`src/hdl/mhp_map.svh`:
```
// constants of the parallel host port: register offsets, fields, resets
`ifndef MHP_MAP_SVH
`define MHP_MAP_SVH
`define MHP_OFF_DATA 3'h0
`define MHP_OFF_IEN 3'h1
`define MHP_OFF_IID 3'h2
`define MHP_OFF_LCTL 3'h3
`define MHP_OFF_MCTL 3'h4
`define MHP_OFF_LSTAT 3'h5
`define MHP_OFF_MSTAT 3'h6
`define MHP_OFF_SCR 3'h7
`define MHP_IEN_RDA 0
`define MHP_IEN_THRE 1
`define MHP_IEN_RLS 2
`define MHP_IEN_MS 3
`define MHP_LCTL_DLAB 7
`define MHP_LSTAT_DR 0
`define MHP_LSTAT_OE 1
`define MHP_LSTAT_PE 2
`define MHP_LSTAT_FE 3
`define MHP_LSTAT_BI 4
`define MHP_LSTAT_THRE 5
`define MHP_LSTAT_TEMT 6
`define MHP_RST_ZERO 8'h00
`define MHP_RST_LSTAT 8'h60
`define MHP_IID_NONE 8'h01
`define MHP_IID_RLS 8'h06
`define MHP_IID_RDA 8'h04
`define MHP_IID_THRE 8'h02
`define MHP_IID_MS 8'h00
`endif

```
`src/hdl/mhp_pkg.sv`:
```
// types of the parallel host port
package mhp_pkg;
  typedef enum logic [2:0] {
    MHP_IDLE = 3'b001,
    MHP_READ = 3'b010,
    MHP_WRITE = 3'b100
  } mhp_state_t;
endpackage

```
`src/hdl/mhp_strobe_edge.sv`:
```
// falling and rising edge detector for an active-low host strobe
module mhp_strobe_edge (
  input wire logic clk,
  input wire logic sys_rst,
  input wire logic strobe_n,
  output logic start,
  output logic finish
);
  logic strobe_n_r;

  always_ff @(posedge clk or posedge sys_rst)
  begin
    if (sys_rst)
      strobe_n_r <= 1'b1;
    else
      strobe_n_r <= strobe_n;
  end

  assign start = strobe_n_r & ~strobe_n;
  assign finish = ~strobe_n_r & strobe_n;
endmodule

```
`src/hdl/mhp_host_port.sv`:
```
// parallel host bus port with a uart-style register set
`include "mhp_map.svh"
module mhp_host_port #(
  parameter int DATA_W = 8
) (
  input wire logic clk,
  input wire logic sys_rst,
  input wire logic interface_select_strap,
  input wire logic host_chip_select_n,
  input wire logic host_read_n,
  input wire logic host_write_n,
  input wire logic [2:0] host_addr,
  input wire logic [DATA_W-1:0] host_data_in,
  output logic [DATA_W-1:0] host_data_out,
  output logic host_data_oe,
  output logic host_interrupt,
  input wire logic [DATA_W-1:0] mcu_rx_data,
  input wire logic mcu_rx_valid,
  input wire logic [4:1] mcu_rx_errors,
  output logic mcu_rx_taken,
  output logic [DATA_W-1:0] mcu_tx_data,
  output logic mcu_tx_valid,
  input wire logic mcu_tx_done,
  input wire logic [3:0] mcu_modem_in,
  output logic [DATA_W-1:0] mcu_line_ctrl,
  output logic [DATA_W-1:0] mcu_modem_ctrl,
  output logic [15:0] mcu_divisor
);
  // ----------------------------------------------------------------
  // access decode
  // ----------------------------------------------------------------
  mhp_pkg::mhp_state_t state_r;
  logic sel;
  logic rd_start;
  logic rd_end;
  logic wr_end;
  logic rd_fire;
  logic wr_fire;
  logic dlab;

  assign sel = interface_select_strap & ~host_chip_select_n;

  mhp_strobe_edge u_rd_edge (
    .clk(clk),
    .sys_rst(sys_rst),
    .strobe_n(host_read_n | ~sel),
    .start(rd_start),
    .finish(rd_end)
  );

  mhp_strobe_edge u_wr_edge (
    .clk(clk),
    .sys_rst(sys_rst),
    .strobe_n(host_write_n | ~sel),
    .start(),
    .finish(wr_end)
  );

  // read side effects land when the strobe ends, write data is taken there
  assign rd_fire = rd_end & (state_r == mhp_pkg::MHP_READ);
  assign wr_fire = wr_end & (state_r == mhp_pkg::MHP_WRITE);

  always_ff @(posedge clk or posedge sys_rst)
  begin
    if (sys_rst)
      state_r <= mhp_pkg::MHP_IDLE;
    else
    begin
      case (state_r)
        mhp_pkg::MHP_IDLE:
          if (sel && !host_read_n)
            state_r <= mhp_pkg::MHP_READ;
          else if (sel && !host_write_n)
            state_r <= mhp_pkg::MHP_WRITE;
        mhp_pkg::MHP_READ:
          if (rd_end)
            state_r <= mhp_pkg::MHP_IDLE;
        mhp_pkg::MHP_WRITE:
          if (wr_end)
            state_r <= mhp_pkg::MHP_IDLE;
        default:
          state_r <= mhp_pkg::MHP_IDLE;
      endcase
    end
  end

  // ----------------------------------------------------------------
  // register file
  // ----------------------------------------------------------------
  logic [DATA_W-1:0] ien_r;
  logic [DATA_W-1:0] lctl_r;
  logic [DATA_W-1:0] mctl_r;
  logic [DATA_W-1:0] scr_r;
  logic [DATA_W-1:0] div_lo_r;
  logic [DATA_W-1:0] div_hi_r;
  logic [DATA_W-1:0] rbr_r;
  logic [DATA_W-1:0] thr_r;
  logic [3:0] msr_now_r;
  logic [3:0] msr_delta_r;
  logic dr_r;
  logic thre_r;
  logic tx_busy_r;
  logic [4:1] err_r;
  logic [2:0] addr_r;

  assign dlab = lctl_r[`MHP_LCTL_DLAB];

  // address latched at strobe start, held for the whole access
  always_ff @(posedge clk or posedge sys_rst)
  begin
    if (sys_rst)
      addr_r <= 3'h0;
    else if (state_r == mhp_pkg::MHP_IDLE && sel)
      addr_r <= host_addr;
  end

  always_ff @(posedge clk or posedge sys_rst)
  begin
    if (sys_rst)
    begin
      ien_r <= `MHP_RST_ZERO;
      lctl_r <= `MHP_RST_ZERO;
      mctl_r <= `MHP_RST_ZERO;
      scr_r <= `MHP_RST_ZERO;
      div_lo_r <= `MHP_RST_ZERO;
      div_hi_r <= `MHP_RST_ZERO;
    end
    else if (wr_fire)
    begin
      if (addr_r == `MHP_OFF_DATA && dlab)
        div_lo_r <= host_data_in;
      else if (addr_r == `MHP_OFF_IEN && dlab)
        div_hi_r <= host_data_in;
      else if (addr_r == `MHP_OFF_IEN)
        ien_r <= {4'h0, host_data_in[3:0]};
      else if (addr_r == `MHP_OFF_LCTL)
        lctl_r <= host_data_in;
      else if (addr_r == `MHP_OFF_MCTL)
        mctl_r <= {3'h0, host_data_in[4:0]};
      else if (addr_r == `MHP_OFF_SCR)
        scr_r <= host_data_in;
    end
  end

  // ----------------------------------------------------------------
  // transmit holding register
  // ----------------------------------------------------------------
  logic thr_write;
  assign thr_write = wr_fire && addr_r == `MHP_OFF_DATA && !dlab;

  always_ff @(posedge clk or posedge sys_rst)
  begin
    if (sys_rst)
      thr_r <= `MHP_RST_ZERO;
    else if (thr_write)
      thr_r <= host_data_in;
  end

  always_ff @(posedge clk or posedge sys_rst)
  begin
    if (sys_rst)
      tx_busy_r <= 1'b0;
    else if (thr_write)
      tx_busy_r <= 1'b1;
    else if (mcu_tx_done)
      tx_busy_r <= 1'b0;
  end

  // tx empty flag: set on handover, cleared by a holding register write
  logic thre_src_rd;
  logic thre_ack_r;
  always_ff @(posedge clk or posedge sys_rst)
  begin
    if (sys_rst)
      thre_r <= 1'b1;
    else if (mcu_tx_done)
      thre_r <= 1'b1;
    else if (thr_write)
      thre_r <= 1'b0;
  end

  // ----------------------------------------------------------------
  // receive side and line status
  // ----------------------------------------------------------------
  logic rbr_read;
  logic lsr_read;
  logic msr_read;
  logic iid_read;
  assign rbr_read = rd_fire && addr_r == `MHP_OFF_DATA && !dlab;
  assign lsr_read = rd_fire && addr_r == `MHP_OFF_LSTAT;
  assign msr_read = rd_fire && addr_r == `MHP_OFF_MSTAT;
  assign iid_read = rd_fire && addr_r == `MHP_OFF_IID;

  always_ff @(posedge clk or posedge sys_rst)
  begin
    if (sys_rst)
      rbr_r <= `MHP_RST_ZERO;
    else if (mcu_rx_valid)
      rbr_r <= mcu_rx_data;
  end

  // new data wins over a read in the same cycle
  always_ff @(posedge clk or posedge sys_rst)
  begin
    if (sys_rst)
      dr_r <= 1'b0;
    else if (mcu_rx_valid)
      dr_r <= 1'b1;
    else if (rbr_read)
      dr_r <= 1'b0;
  end

  always_ff @(posedge clk or posedge sys_rst)
  begin
    if (sys_rst)
      err_r <= 4'h0;
    else
      err_r <= (lsr_read ? 4'h0 : err_r) |
        (mcu_rx_valid ? mcu_rx_errors : 4'h0);
  end

  // ----------------------------------------------------------------
  // modem status
  // ----------------------------------------------------------------
  always_ff @(posedge clk or posedge sys_rst)
  begin
    if (sys_rst)
      msr_now_r <= 4'h0;
    else
      msr_now_r <= mcu_modem_in;
  end

  always_ff @(posedge clk or posedge sys_rst)
  begin
    if (sys_rst)
      msr_delta_r <= 4'h0;
    else
      msr_delta_r <= (msr_read ? 4'h0 : msr_delta_r) |
        (msr_now_r ^ mcu_modem_in);
  end

  // ----------------------------------------------------------------
  // interrupt priority and output
  // ----------------------------------------------------------------
  logic irq_rls;
  logic irq_rda;
  logic irq_thre;
  logic irq_ms;
  logic [DATA_W-1:0] iid;
  assign irq_rls = ien_r[`MHP_IEN_RLS] & (|err_r);
  assign irq_rda = ien_r[`MHP_IEN_RDA] & dr_r;
  assign irq_thre = ien_r[`MHP_IEN_THRE] & thre_r & ~thre_ack_r;
  assign irq_ms = ien_r[`MHP_IEN_MS] & (|msr_delta_r);

  always_comb
  begin
    if (irq_rls)
      iid = `MHP_IID_RLS;
    else if (irq_rda)
      iid = `MHP_IID_RDA;
    else if (irq_thre)
      iid = `MHP_IID_THRE;
    else if (irq_ms)
      iid = `MHP_IID_MS;
    else
      iid = `MHP_IID_NONE;
  end

  // tx empty is serviced by reading its id or writing the holding register
  assign thre_src_rd = iid_read && iid == `MHP_IID_THRE;
  always_ff @(posedge clk or posedge sys_rst)
  begin
    if (sys_rst)
      thre_ack_r <= 1'b0;
    else if (mcu_tx_done)
      thre_ack_r <= 1'b0;
    else if (thre_src_rd || thr_write)
      thre_ack_r <= 1'b1;
  end

  always_ff @(posedge clk or posedge sys_rst)
  begin
    if (sys_rst)
      host_interrupt <= 1'b0;
    else
      host_interrupt <= interface_select_strap &
        (irq_rls | irq_rda | irq_thre | irq_ms);
  end

  // ----------------------------------------------------------------
  // read data and pin drive
  // ----------------------------------------------------------------
  logic [DATA_W-1:0] rd_mux;
  always_comb
  begin
    if (host_addr == `MHP_OFF_DATA)
      rd_mux = dlab ? div_lo_r : rbr_r;
    else if (host_addr == `MHP_OFF_IEN)
      rd_mux = dlab ? div_hi_r : ien_r;
    else if (host_addr == `MHP_OFF_IID)
      rd_mux = iid;
    else if (host_addr == `MHP_OFF_LCTL)
      rd_mux = lctl_r;
    else if (host_addr == `MHP_OFF_MCTL)
      rd_mux = mctl_r;
    else if (host_addr == `MHP_OFF_LSTAT)
      rd_mux = {1'b0, thre_r & ~tx_busy_r, thre_r, err_r, dr_r};
    else if (host_addr == `MHP_OFF_MSTAT)
      rd_mux = {msr_now_r, msr_delta_r};
    else
      rd_mux = scr_r;
  end

  // data captured when the strobe falls, held steady for the access
  always_ff @(posedge clk or posedge sys_rst)
  begin
    if (sys_rst)
      host_data_out <= `MHP_RST_ZERO;
    else if (rd_start)
      host_data_out <= rd_mux;
  end

  assign host_data_oe = sel & ~host_read_n;

  // ----------------------------------------------------------------
  // mcu side
  // ----------------------------------------------------------------
  assign mcu_rx_taken = rbr_read;
  assign mcu_tx_data = thr_r;
  assign mcu_tx_valid = tx_busy_r;
  assign mcu_line_ctrl = lctl_r;
  assign mcu_modem_ctrl = mctl_r;
  assign mcu_divisor = {div_hi_r, div_lo_r};
endmodule

```
`config.mk`:
```
export PLATFORM = sky130hd
export DESIGN_NAME = mhp_host_port
export DESIGN_NICKNAME = d
export VERILOG_FILES = /design/src/hdl/mhp_pkg.sv /design/src/hdl/mhp_strobe_edge.sv /design/src/hdl/mhp_host_port.sv
export VERILOG_INCLUDE_DIRS = /design/src /design/src/hdl
export SDC_FILE = /design/constraint.sdc
export NUM_CORES = 1
export LEC_CHECK = 0
export BUFFER_PORTS_ARGS = -buffer_cell sky130_fd_sc_hd__buf_4
export CAP_MARGIN = 5
export CORE_MARGIN = 10
export CORE_UTILIZATION = 50
export DETAILED_ROUTE_END_ITERATION = 12
export PLACE_DENSITY = 0.81
export SYNTH_ARGS = -nofsm -noshare
export SYNTH_HDL_FRONTEND = slang
export SYNTH_HIERARCHICAL = 1
export SYNTH_SLANG_ARGS = --single-unit
```
`constraint.sdc`:
```
create_clock -name clk -period 2.6 [get_ports clk]
set_input_delay 0.52 -clock clk [delete_from_list [all_inputs] [get_ports clk]]
set_output_delay 0.52 -clock clk [all_outputs]
set_load 0.01 [all_outputs]
```
After elaboration in Yosys (flattened, before gate mapping)

Index checks and enable logic that the tools add are counted.

Bits of input ports: 35
Flip-flop bits (word level): 90

Muxes and demuxes: 29
Equal/unequal tests: 20
Bitwise gates (word level): 35
Reduce and logical (&&, ||, !) cells: 31

Operator list:

| operator                                            | number |
|---|---|
| two-way mux 8 bit                                   | 9 |
| equality test 3 bit, second input constant          | 8 |
| two-way mux 3 bit                                   | 6 |
| equality test 3 x 2 -> 1 bit, second input constant | 5 |
| AND 1 bit                                           | 14 |
| logical AND 1 bit                                   | 13 |
| inverter 1 bit                                      | 13 |
| two-way mux 4 bit                                   | 3 |
| equality test 3 x 1 -> 1 bit, second input constant | 3 |
| two-way mux 1 bit                                   | 9 |
| case mux 3 bit (3 select lines)                     | 1 |
| equality test 8 x 2 -> 1 bit, second input constant | 1 |
| OR 4 bit                                            | 2 |
| OR reduction 4 bit                                  | 2 |
| AND reduction 7 bit                                 | 1 |
| logical NOT 3 bit                                   | 2 |
| AND reduction 3 bit                                 | 2 |
| AND reduction 6 bit                                 | 1 |
| nonzero test 2 bit                                  | 3 |
| OR 1 bit                                            | 5 |
| AND reduction 5 bit                                 | 1 |
| inequality test 2 bit, second input constant        | 2 |
| AND reduction 4 bit                                 | 1 |
| XOR 4 bit                                           | 1 |
| other kinds (5)                                     | 7 |

Logic depth before layout (Yosys ltp)

Gate-level depths: netlist of run 1.

Depth in word-level cells: 11
Depth in mapped cells: 9
Gate-level depth less buffers: 8

Modules after synthesis

The synthesis of run 1 kept the hierarchy.

By module, submodules not included:

| module          | times used | area each (um^2) | cells each |
|---|---|---|---|
| mhp_host_port   | 1          | 4211.5           | 342 |
| mhp_strobe_edge | 2          | 45.0             | 4 |

Worst setup path before layout of run 1

No wires, ideal clock.

Path type: in2reg
From: input port host_chip_select_n
To: register div_hi_r[0]
Data arrival time: 2.097 ns
Stages on the path: 8
Library setup time: 0.125 ns
Buffers on the path: 1
Slack: 0.378 ns
Cells stage by stage: nand2b_1 or2_2 and2b_2 and3_1 buf_6 and2b_4 nand3_4 mux2_2

Longest elaborated chain between the ends: 7

Ends and longest elaborated chain:

| what                                 | line                  | text |
|---|---|---|
| start: declaration                   | mhp_host_port.sv:9    | `input wire logic host_chip_select_n,` |
| inverter 1 bit                       | mhp_host_port.sv:41   | `assign sel = interface_select_strap & ~host_chip_select_n;` |
| AND 1 bit                            | mhp_host_port.sv:41   |  |
| inverter 1 bit                       | mhp_host_port.sv:54   | `.strobe_n(host_write_n \| ~sel),` |
| OR 1 bit                             | mhp_host_port.sv:54   |  |
| AND 1 bit                            | mhp_strobe_edge.sv:20 | `assign finish = ~strobe_n_r & strobe_n;` |
| named net wr_end                     | mhp_host_port.sv:36   | `logic wr_end;` |
| AND 1 bit                            | mhp_host_port.sv:61   | `assign wr_fire = wr_end & (state_r == mhp_pkg::MHP_WRITE);` |
| AND reduction 3 bit (no source line) | n/a                   |  |
| end signal: assignment               | mhp_host_port.sv:126  | `` div_hi_r <= `MHP_RST_ZERO; `` |
| end signal: assignment               | mhp_host_port.sv:133  | `div_hi_r <= host_data_in;` |
| end: declaration                     | mhp_host_port.sv:95   | `logic [DATA_W-1:0] div_hi_r;` |

The timed path passes the listed nets, and every way through them passes these cells.
A chain may end at the register's enable or synchronous reset.

Worst setup path in the final report of run 1

From: input port host_chip_select_n
To: output port mcu_rx_taken

Longest elaborated chain between the ends: 8

Ends and longest elaborated chain:

| what                               | line                  | text |
|---|---|---|
| inverter 1 bit                     | mhp_host_port.sv:41   |  |
| AND 1 bit                          | mhp_host_port.sv:41   |  |
| inverter 1 bit                     | mhp_host_port.sv:46   | `.strobe_n(host_read_n \| ~sel),` |
| OR 1 bit                           | mhp_host_port.sv:46   |  |
| AND 1 bit                          | mhp_strobe_edge.sv:20 |  |
| named net rd_end                   | mhp_host_port.sv:35   | `logic rd_end;` |
| AND 1 bit                          | mhp_host_port.sv:60   | `assign rd_fire = rd_end & (state_r == mhp_pkg::MHP_READ);` |
| logical AND 1 bit (no source line) | n/a                   |  |
| logical AND 1 bit                  | mhp_host_port.sv:189  | `` assign rbr_read = rd_fire && addr_r == `MHP_OFF_DATA && !dlab; `` |
| end: declaration                   | mhp_host_port.sv:20   | `output logic mcu_rx_taken,` |

The timed path passes the listed nets, and every way through them passes these cells.

==> results of run 1 <==
## where the power goes
part / leakage [nW] / internal [mW] / switching, mW / total (mW)
combinational: 1.24 / 0.189 / 0.189 / 0.378
clock: 0.0941 / 0.379 / 0.505 / 0.884
sequential: 1.15 / 1.47 / 0.0674 / 1.53
## state kept, by name, summed over array words and instances (netlist names), 3 cells and up
| name | count |
|---|---|
| host_data_out | 8 |
| ien_r | 4 |
| div_hi_r | 8 |
| err_r | 4 |
| scr_r | 8 |
| addr_r | 3 |
| div_lo_r | 8 |
| mcu_modem_ctrl | 5 |
| msr_delta_r | 4 |
| state_r | 3 |
| rbr_r | 8 |
| msr_now_r | 4 |
| mcu_tx_data | 8 |
| mcu_line_ctrl | 8 |
## layout make-up
class,instances,share of cell area [%]
multi-input combinational,226,36.0
timing repair buffer,92,13.5
inverter,13,1.01
sequential,90,43.5
clock buffer,11,2.72
tap,105,2.53
clock inverter,5,0.699
## final timing paths
path	start	to	slack, ns	cells after the start
worst max-delay path	host_chip_select_n	mcu_rx_taken	0.27	9
worst min-delay path	sys_rst	u_rd_edge/strobe_n_r$_DFF_PP1_	0.19	2
worst max register to register	u_wr_edge/strobe_n_r$_DFF_PP1_	mcu_modem_ctrl[3]$_DFFE_PP0P_	0.70	5
worst min register to register	state_r[1]$_DFFE_PP0P_	state_r[2]$_DFFE_PP0P_	0.50	1
max in group asynchronous	sys_rst	thre_r$_DFFE_PP1P_	1.94	3
min in group clk	mcu_modem_in[3]	msr_now_r[3]$_DFF_PP0_	0.27	1
## cells in the final DEF (no fill, tap or decap), drive strengths merged, types with 3 or more instances in the layout
cell and n:
mux4 3, o22ai 3, nor2b 5, mux2 67
buf 92, clkbuf 11, nand2 25, conb 3
a221oi 4, nor2 13, a21oi 15, nor3b 5
mux2i 13, nand2b 4, inv 14, o21ai 9
a211oi 3, xnor2 4, dfstp 4, nor3 6
dfrtp 86, nand3 7, and2b 3, a22o 4
clkinv 3
## layer usage
metal	wire length [µm]	vias to the layer above
met1	4630	1603
met4	237	0
li1	-	1424
met3	1110	18
met2	5520	135
met5	0	-
## critical path, cell delays in order
cell,delay (ns)
buf_4,0.10
nand2b_1,0.18
nor2_1,0.15
inv_1,0.08
and2b_2,0.20
and4bb_2,0.27
nand2_1,0.11
inv_1,0.05
buf_4,0.13
## stage by stage
| stage | power (mW) | hold WS [ns] | setup slack, ns | area [µm²] | std cells |
|---|---|---|---|---|---|
| final | 2.80 | 0.188 | 0.268 | 5190 | 542 |
| after global placement | 1.93 | 0.486 | 0.221 | 5010 | 526 |
| after floorplan | 1.78 | 0.410 | 0.391 | 4310 | 351 |
| after global routing | 2.92 | 0.176 | 0.178 | 5190 | 542 |
| after detailed placement | 1.94 | 0.488 | 0.156 | 5010 | 526 |
| after CTS | 2.82 | 0.181 | 0.252 | 5190 | 542 |
==> results.sh, run 1 <==
export IMPL_outcome="finished clean"
export IMPL_grt_pass1_vias=3411
export IMPL_drt_iter0_markers=280
export IMPL_hold_buffers=0
export IMPL_io_buffers=83
export IMPL_cp_max_fo=4
export IMPL_met2_usage_pct=28.3
export IMPL_fin_crit_sh_pct=89.7
export IMPL_tns_ns=0
export IMPL_gp_congestion=0.857
export IMPL_overflow=0
export IMPL_register_area_mm2=0.00226
export IMPL_post_synth_cell_area_avg_um2=12.3
export IMPL_grt_use_total_pct=18.0
export IMPL_maxCapViolations=0
export IMPL_use_met1_pct=21.5
export IMPL_num_rows=33
export IMPL_die_h_um=113
export IMPL_cts_buffers=9
export IMPL_areaGrowthSynthToFinish_pct=20.9
export IMPL_clk_pin_slew_ns=0.07
export IMPL_end_kind="primary output"
export IMPL_drive_above_1_share_pct=44.9
export IMPL_via_count=3180
export IMPL_fin_skew_ns=0.0182
export IMPL_die_width_um=113
export IMPL_finalMaxSlewViolations=0
export IMPL_drc=0
export IMPL_fin_crit_ns=2.33
export IMPL_hp_class="in -> async"
export IMPL_grt_pass1_wl_mm=18.4
export IMPL_multi_input_area_mm2=0.00187
export IMPL_cts_resized=0
export IMPL_crit_required_ns=2.08
export IMPL_clk_path_buf_depth=2
export IMPL_ir_drop_v=0.000384
export IMPL_h_tree_depth=3
export IMPL_arrival_ns=1.81
export IMPL_antenna_found_initial=0
export IMPL_post_route_util_pct=62.6
export IMPL_wl_per_cell_um=21.2
export IMPL_rsz0062_at_grt="no"
export IMPL_worst_skew_pair_late_latency_ns=0.37
export IMPL_hold_violations=0
export IMPL_synth_warnings=6
export IMPL_dr_pass1_iters=4
export IMPL_fill_cells=660
export IMPL_powerDensity_mw_per_mm2=539
export IMPL_diodes=0
export IMPL_synth_area_mm2=0.00430
export IMPL_cts_root_buf="clkbuf_8"
export IMPL_setup_violations_final=0
export IMPL_p_leak_nw=2.48
export IMPL_num_nets_final=467
export IMPL_cts_tree="done"
export IMPL_clock_fmax_ghz=0.429
export IMPL_cp_start_kind="input pin"
export IMPL_postRouteAntennaNets=0
export IMPL_die_area_mm2=0.0127
export IMPL_slew_headroom_pct=65.6
export IMPL_max_slew_worst_pin_slew_ns=0.509
export IMPL_grt_use_met3_pct=7.35
export IMPL_io_pins=87
export IMPL_viasPerCell=5.87
export IMPL_cts_setup_buffers=0
export IMPL_grt_busiest_layer="met2"
export IMPL_hpwl_mm=8.42
export IMPL_clock_sinks=90
export IMPL_syn_inst=349
export IMPL_grt_max_degree=89
export IMPL_core_mm2=0.00830
export IMPL_wl_mm=11.5
export IMPL_start_util_pct=51.8
export IMPL_critPathKind="in -> out"
No activity file was read; power rests on OpenSTA's default activity.
==> run 2: changes to the inputs <==
--- a/config.mk
+++ b/config.mk
@@ -7,7 +7,6 @@
 export NUM_CORES = 1
 export LEC_CHECK = 0
 export BUFFER_PORTS_ARGS = -buffer_cell sky130_fd_sc_hd__buf_4
-export CAP_MARGIN = 5
 export CORE_MARGIN = 10
 export CORE_UTILIZATION = 50
 export DETAILED_ROUTE_END_ITERATION = 12
==> constraint.sdc (replaced) <==
create_clock -name clk -period 2.6 [get_ports clk]
set_input_delay 0.39 -clock clk [delete_from_list [all_inputs] [get_ports clk]]
set_output_delay 0.39 -clock clk [all_outputs]
set_load 0.01 [all_outputs]
==> run 2 against run 1 <==
Effect of this change: clock skew shrank 0.0019 ns; largest cell class unchanged; combinational power shrank 2%; critical endpoint unchanged; setup slack gained 0.094 ns; critical path type is now reg -> out; largest power group unchanged.
==> results.sh, run 2 (synthesis results as in run 1) <==
export IMPL_cts_root_buf="clkbuf_8"
export IMPL_dr_pass1_iters=4
export IMPL_clk_path_buf_depth=2
export IMPL_postRouteAntennaNets=0
export IMPL_setup_ws_ns=0.362
export IMPL_dpl_cell_area_mm2=0.00500
export IMPL_dp_slack_ns=0.285
export IMPL_power_internal_mw=2.05
export IMPL_viasPerCell=5.76
export IMPL_num_rows=33
export IMPL_die_area_mm2=0.0127
export IMPL_die_width_um=113
export IMPL_hp_class="in -> async"
export IMPL_clock_sinks=90
export IMPL_die_h_um=113
export IMPL_sw_frac_of_total_pct=28.0
export IMPL_fin_crit_sh_pct=86.1
export IMPL_cp_max_fo=15
export IMPL_ir_drop_v=0.000297
export IMPL_max_slew_worst_pin_slew_ns=0.734
export IMPL_gp_congestion=0.850
export IMPL_hold_violations=0
export IMPL_clock_fmax_ghz=0.447
export IMPL_ff2ff_setup_slack_ns=0.63
export IMPL_fin_skew_ns=0.0163
export IMPL_antenna_found_initial=0
export IMPL_core_mm2=0.00830
export IMPL_cts_setup_buffers=0
export IMPL_h_tree_depth=3
export IMPL_hold_buffers=0
export IMPL_layout_common_cells="89 x buf_4, 86 x dfrtp_1, 66 x mux2_2"
export IMPL_drc=0
export IMPL_via_count=3112
export IMPL_p_leak_nw=2.47
export IMPL_cts_buffers=9
export IMPL_grt_pass1_vias=3338
export IMPL_worst_skew_pair_late_latency_ns=0.37
export IMPL_grt_pass1_wl_mm=18.1
export IMPL_start_util_pct=51.8
export IMPL_fill_cells=673
export IMPL_final_common_cell="buf_4"
export IMPL_clkPwrFrac_pct=33.0
export IMPL_crit_required_ns=2.21
export IMPL_cts_tree="done"
export IMPL_num_nets_final=465
export IMPL_outcome="finished clean"
export IMPL_dp_cells=524
export IMPL_fin_crit_ns=2.24
export IMPL_powerDensity_mw_per_mm2=548
export IMPL_cp_start_kind="flip-flop"
export IMPL_pwr_share_comb_pct=13.1
export IMPL_maxCapViolations=0
export IMPL_drt_iter0_markers=255
export IMPL_hpwl_mm=8.08
export IMPL_stdcell_area_mm2=0.00519
export IMPL_io_pins=87
export IMPL_p_switching_uw=798
export IMPL_setup_violations_final=0
export IMPL_power_frac_seq_pct=54.0
export IMPL_end_kind="primary output"
export IMPL_finalMaxSlewViolations=0
export IMPL_rsz0062_at_grt="no"
export IMPL_fin_cells=540
export IMPL_overflow=0
export IMPL_wl_mm=11.3
export IMPL_areaGrowthSynthToFinish_pct=20.9
export IMPL_grt_use_total_pct=17.7
export IMPL_cts_resized=0
export IMPL_drive_above_1_share_pct=44.8
export IMPL_diodes=0
export IMPL_clk_pin_slew_ns=0.10
export IMPL_grt_max_degree=89
export IMPL_slew_headroom_pct=51.1
export IMPL_tns_ns=0
export IMPL_io_buffers=83
export IMPL_arrival_ns=1.85
export IMPL_wl_per_cell_um=20.9
export IMPL_critPathKind="reg -> out"
run 2: changes by cell type in the layout (fill, tap and decap cells not counted), sizes merged:
cell,delta
buf,-2
clkbuf,-1
clkinv,-3
clkinvlp,+2
inv,+2
run 2: stage by stage:
step | utilization [%] | total power, mW | hold WS [ns]
final | 62.6 | 2.85 | 0.0390
after global routing | 62.6 | 2.96 | 0.0363
after CTS | 62.6 | 2.86 | 0.0325
after detailed placement | 60.2 | 1.94 | 0.425
after global placement | 60.2 | 1.93 | 0.422
after floorplan | - | 1.78 | 0.280
run 2: cell type report:
type / instances / area (µm²) / area share [%]
Clock buffer: 10 / 138 / 2.65
Tap cell: 105 / 131 / 2.53
Timing Repair Buffer: 90 / 688 / 13.3
Clock inverter: 6 / 55.1 / 1.06
Multi-Input combinational cell: 226 / 1870 / 36.0
Sequential cell: 90 / 2260 / 43.5
Inverter: 13 / 52.6 / 1.01
run 2: per-layer routing:
| metal | vias up | routed length [µm] | track usage, % |
|---|---|---|---|
| met5 | - | 0 | 0 |
| met4 | 0 | 155 | 4.57 |
| met3 | 14 | 1140 | 7.24 |
| met2 | 120 | 5460 | 27.7 |
| met1 | 1557 | 4530 | 22.1 |
| li1 | 1421 | - | - |
run 2: worst max-delay path, cell delays in order, from the launching register on:
cell,delay [ns]
dfrtp_1,0.67
nor4_1,0.47
nand2_1,0.15
inv_1,0.08
buf_4,0.11
run 2: path summary, 6_finish.rpt:
check,start,to,cells past startpoint
max,mcu_line_ctrl[7]$_DFFE_PP0P_,mcu_rx_taken,4
min,sys_rst,u_rd_edge/strobe_n_r$_DFF_PP1_,2
max reg2reg,mcu_line_ctrl[7]$_DFFE_PP0P_,host_data_out[3]$_DFFE_PP0P_,5
min reg2reg,state_r[1]$_DFFE_PP0P_,state_r[2]$_DFFE_PP0P_,1
max in group asynchronous,sys_rst,thre_r$_DFFE_PP1P_,3
min in group clk,mcu_modem_in[3],msr_now_r[3]$_DFF_PP0_,1
run 2: power by group through the flow:
stage | Clock [mW] | Combinational [mW] | Sequential, mW
floorplan | 0 | 0.242 | 1.54
global placement | 0 | 0.368 | 1.56
detailed placement | 0 | 0.376 | 1.56
CTS | 0.946 | 0.376 | 1.53
global route | 1.00 | 0.405 | 1.55
finish | 0.938 | 0.372 | 1.54
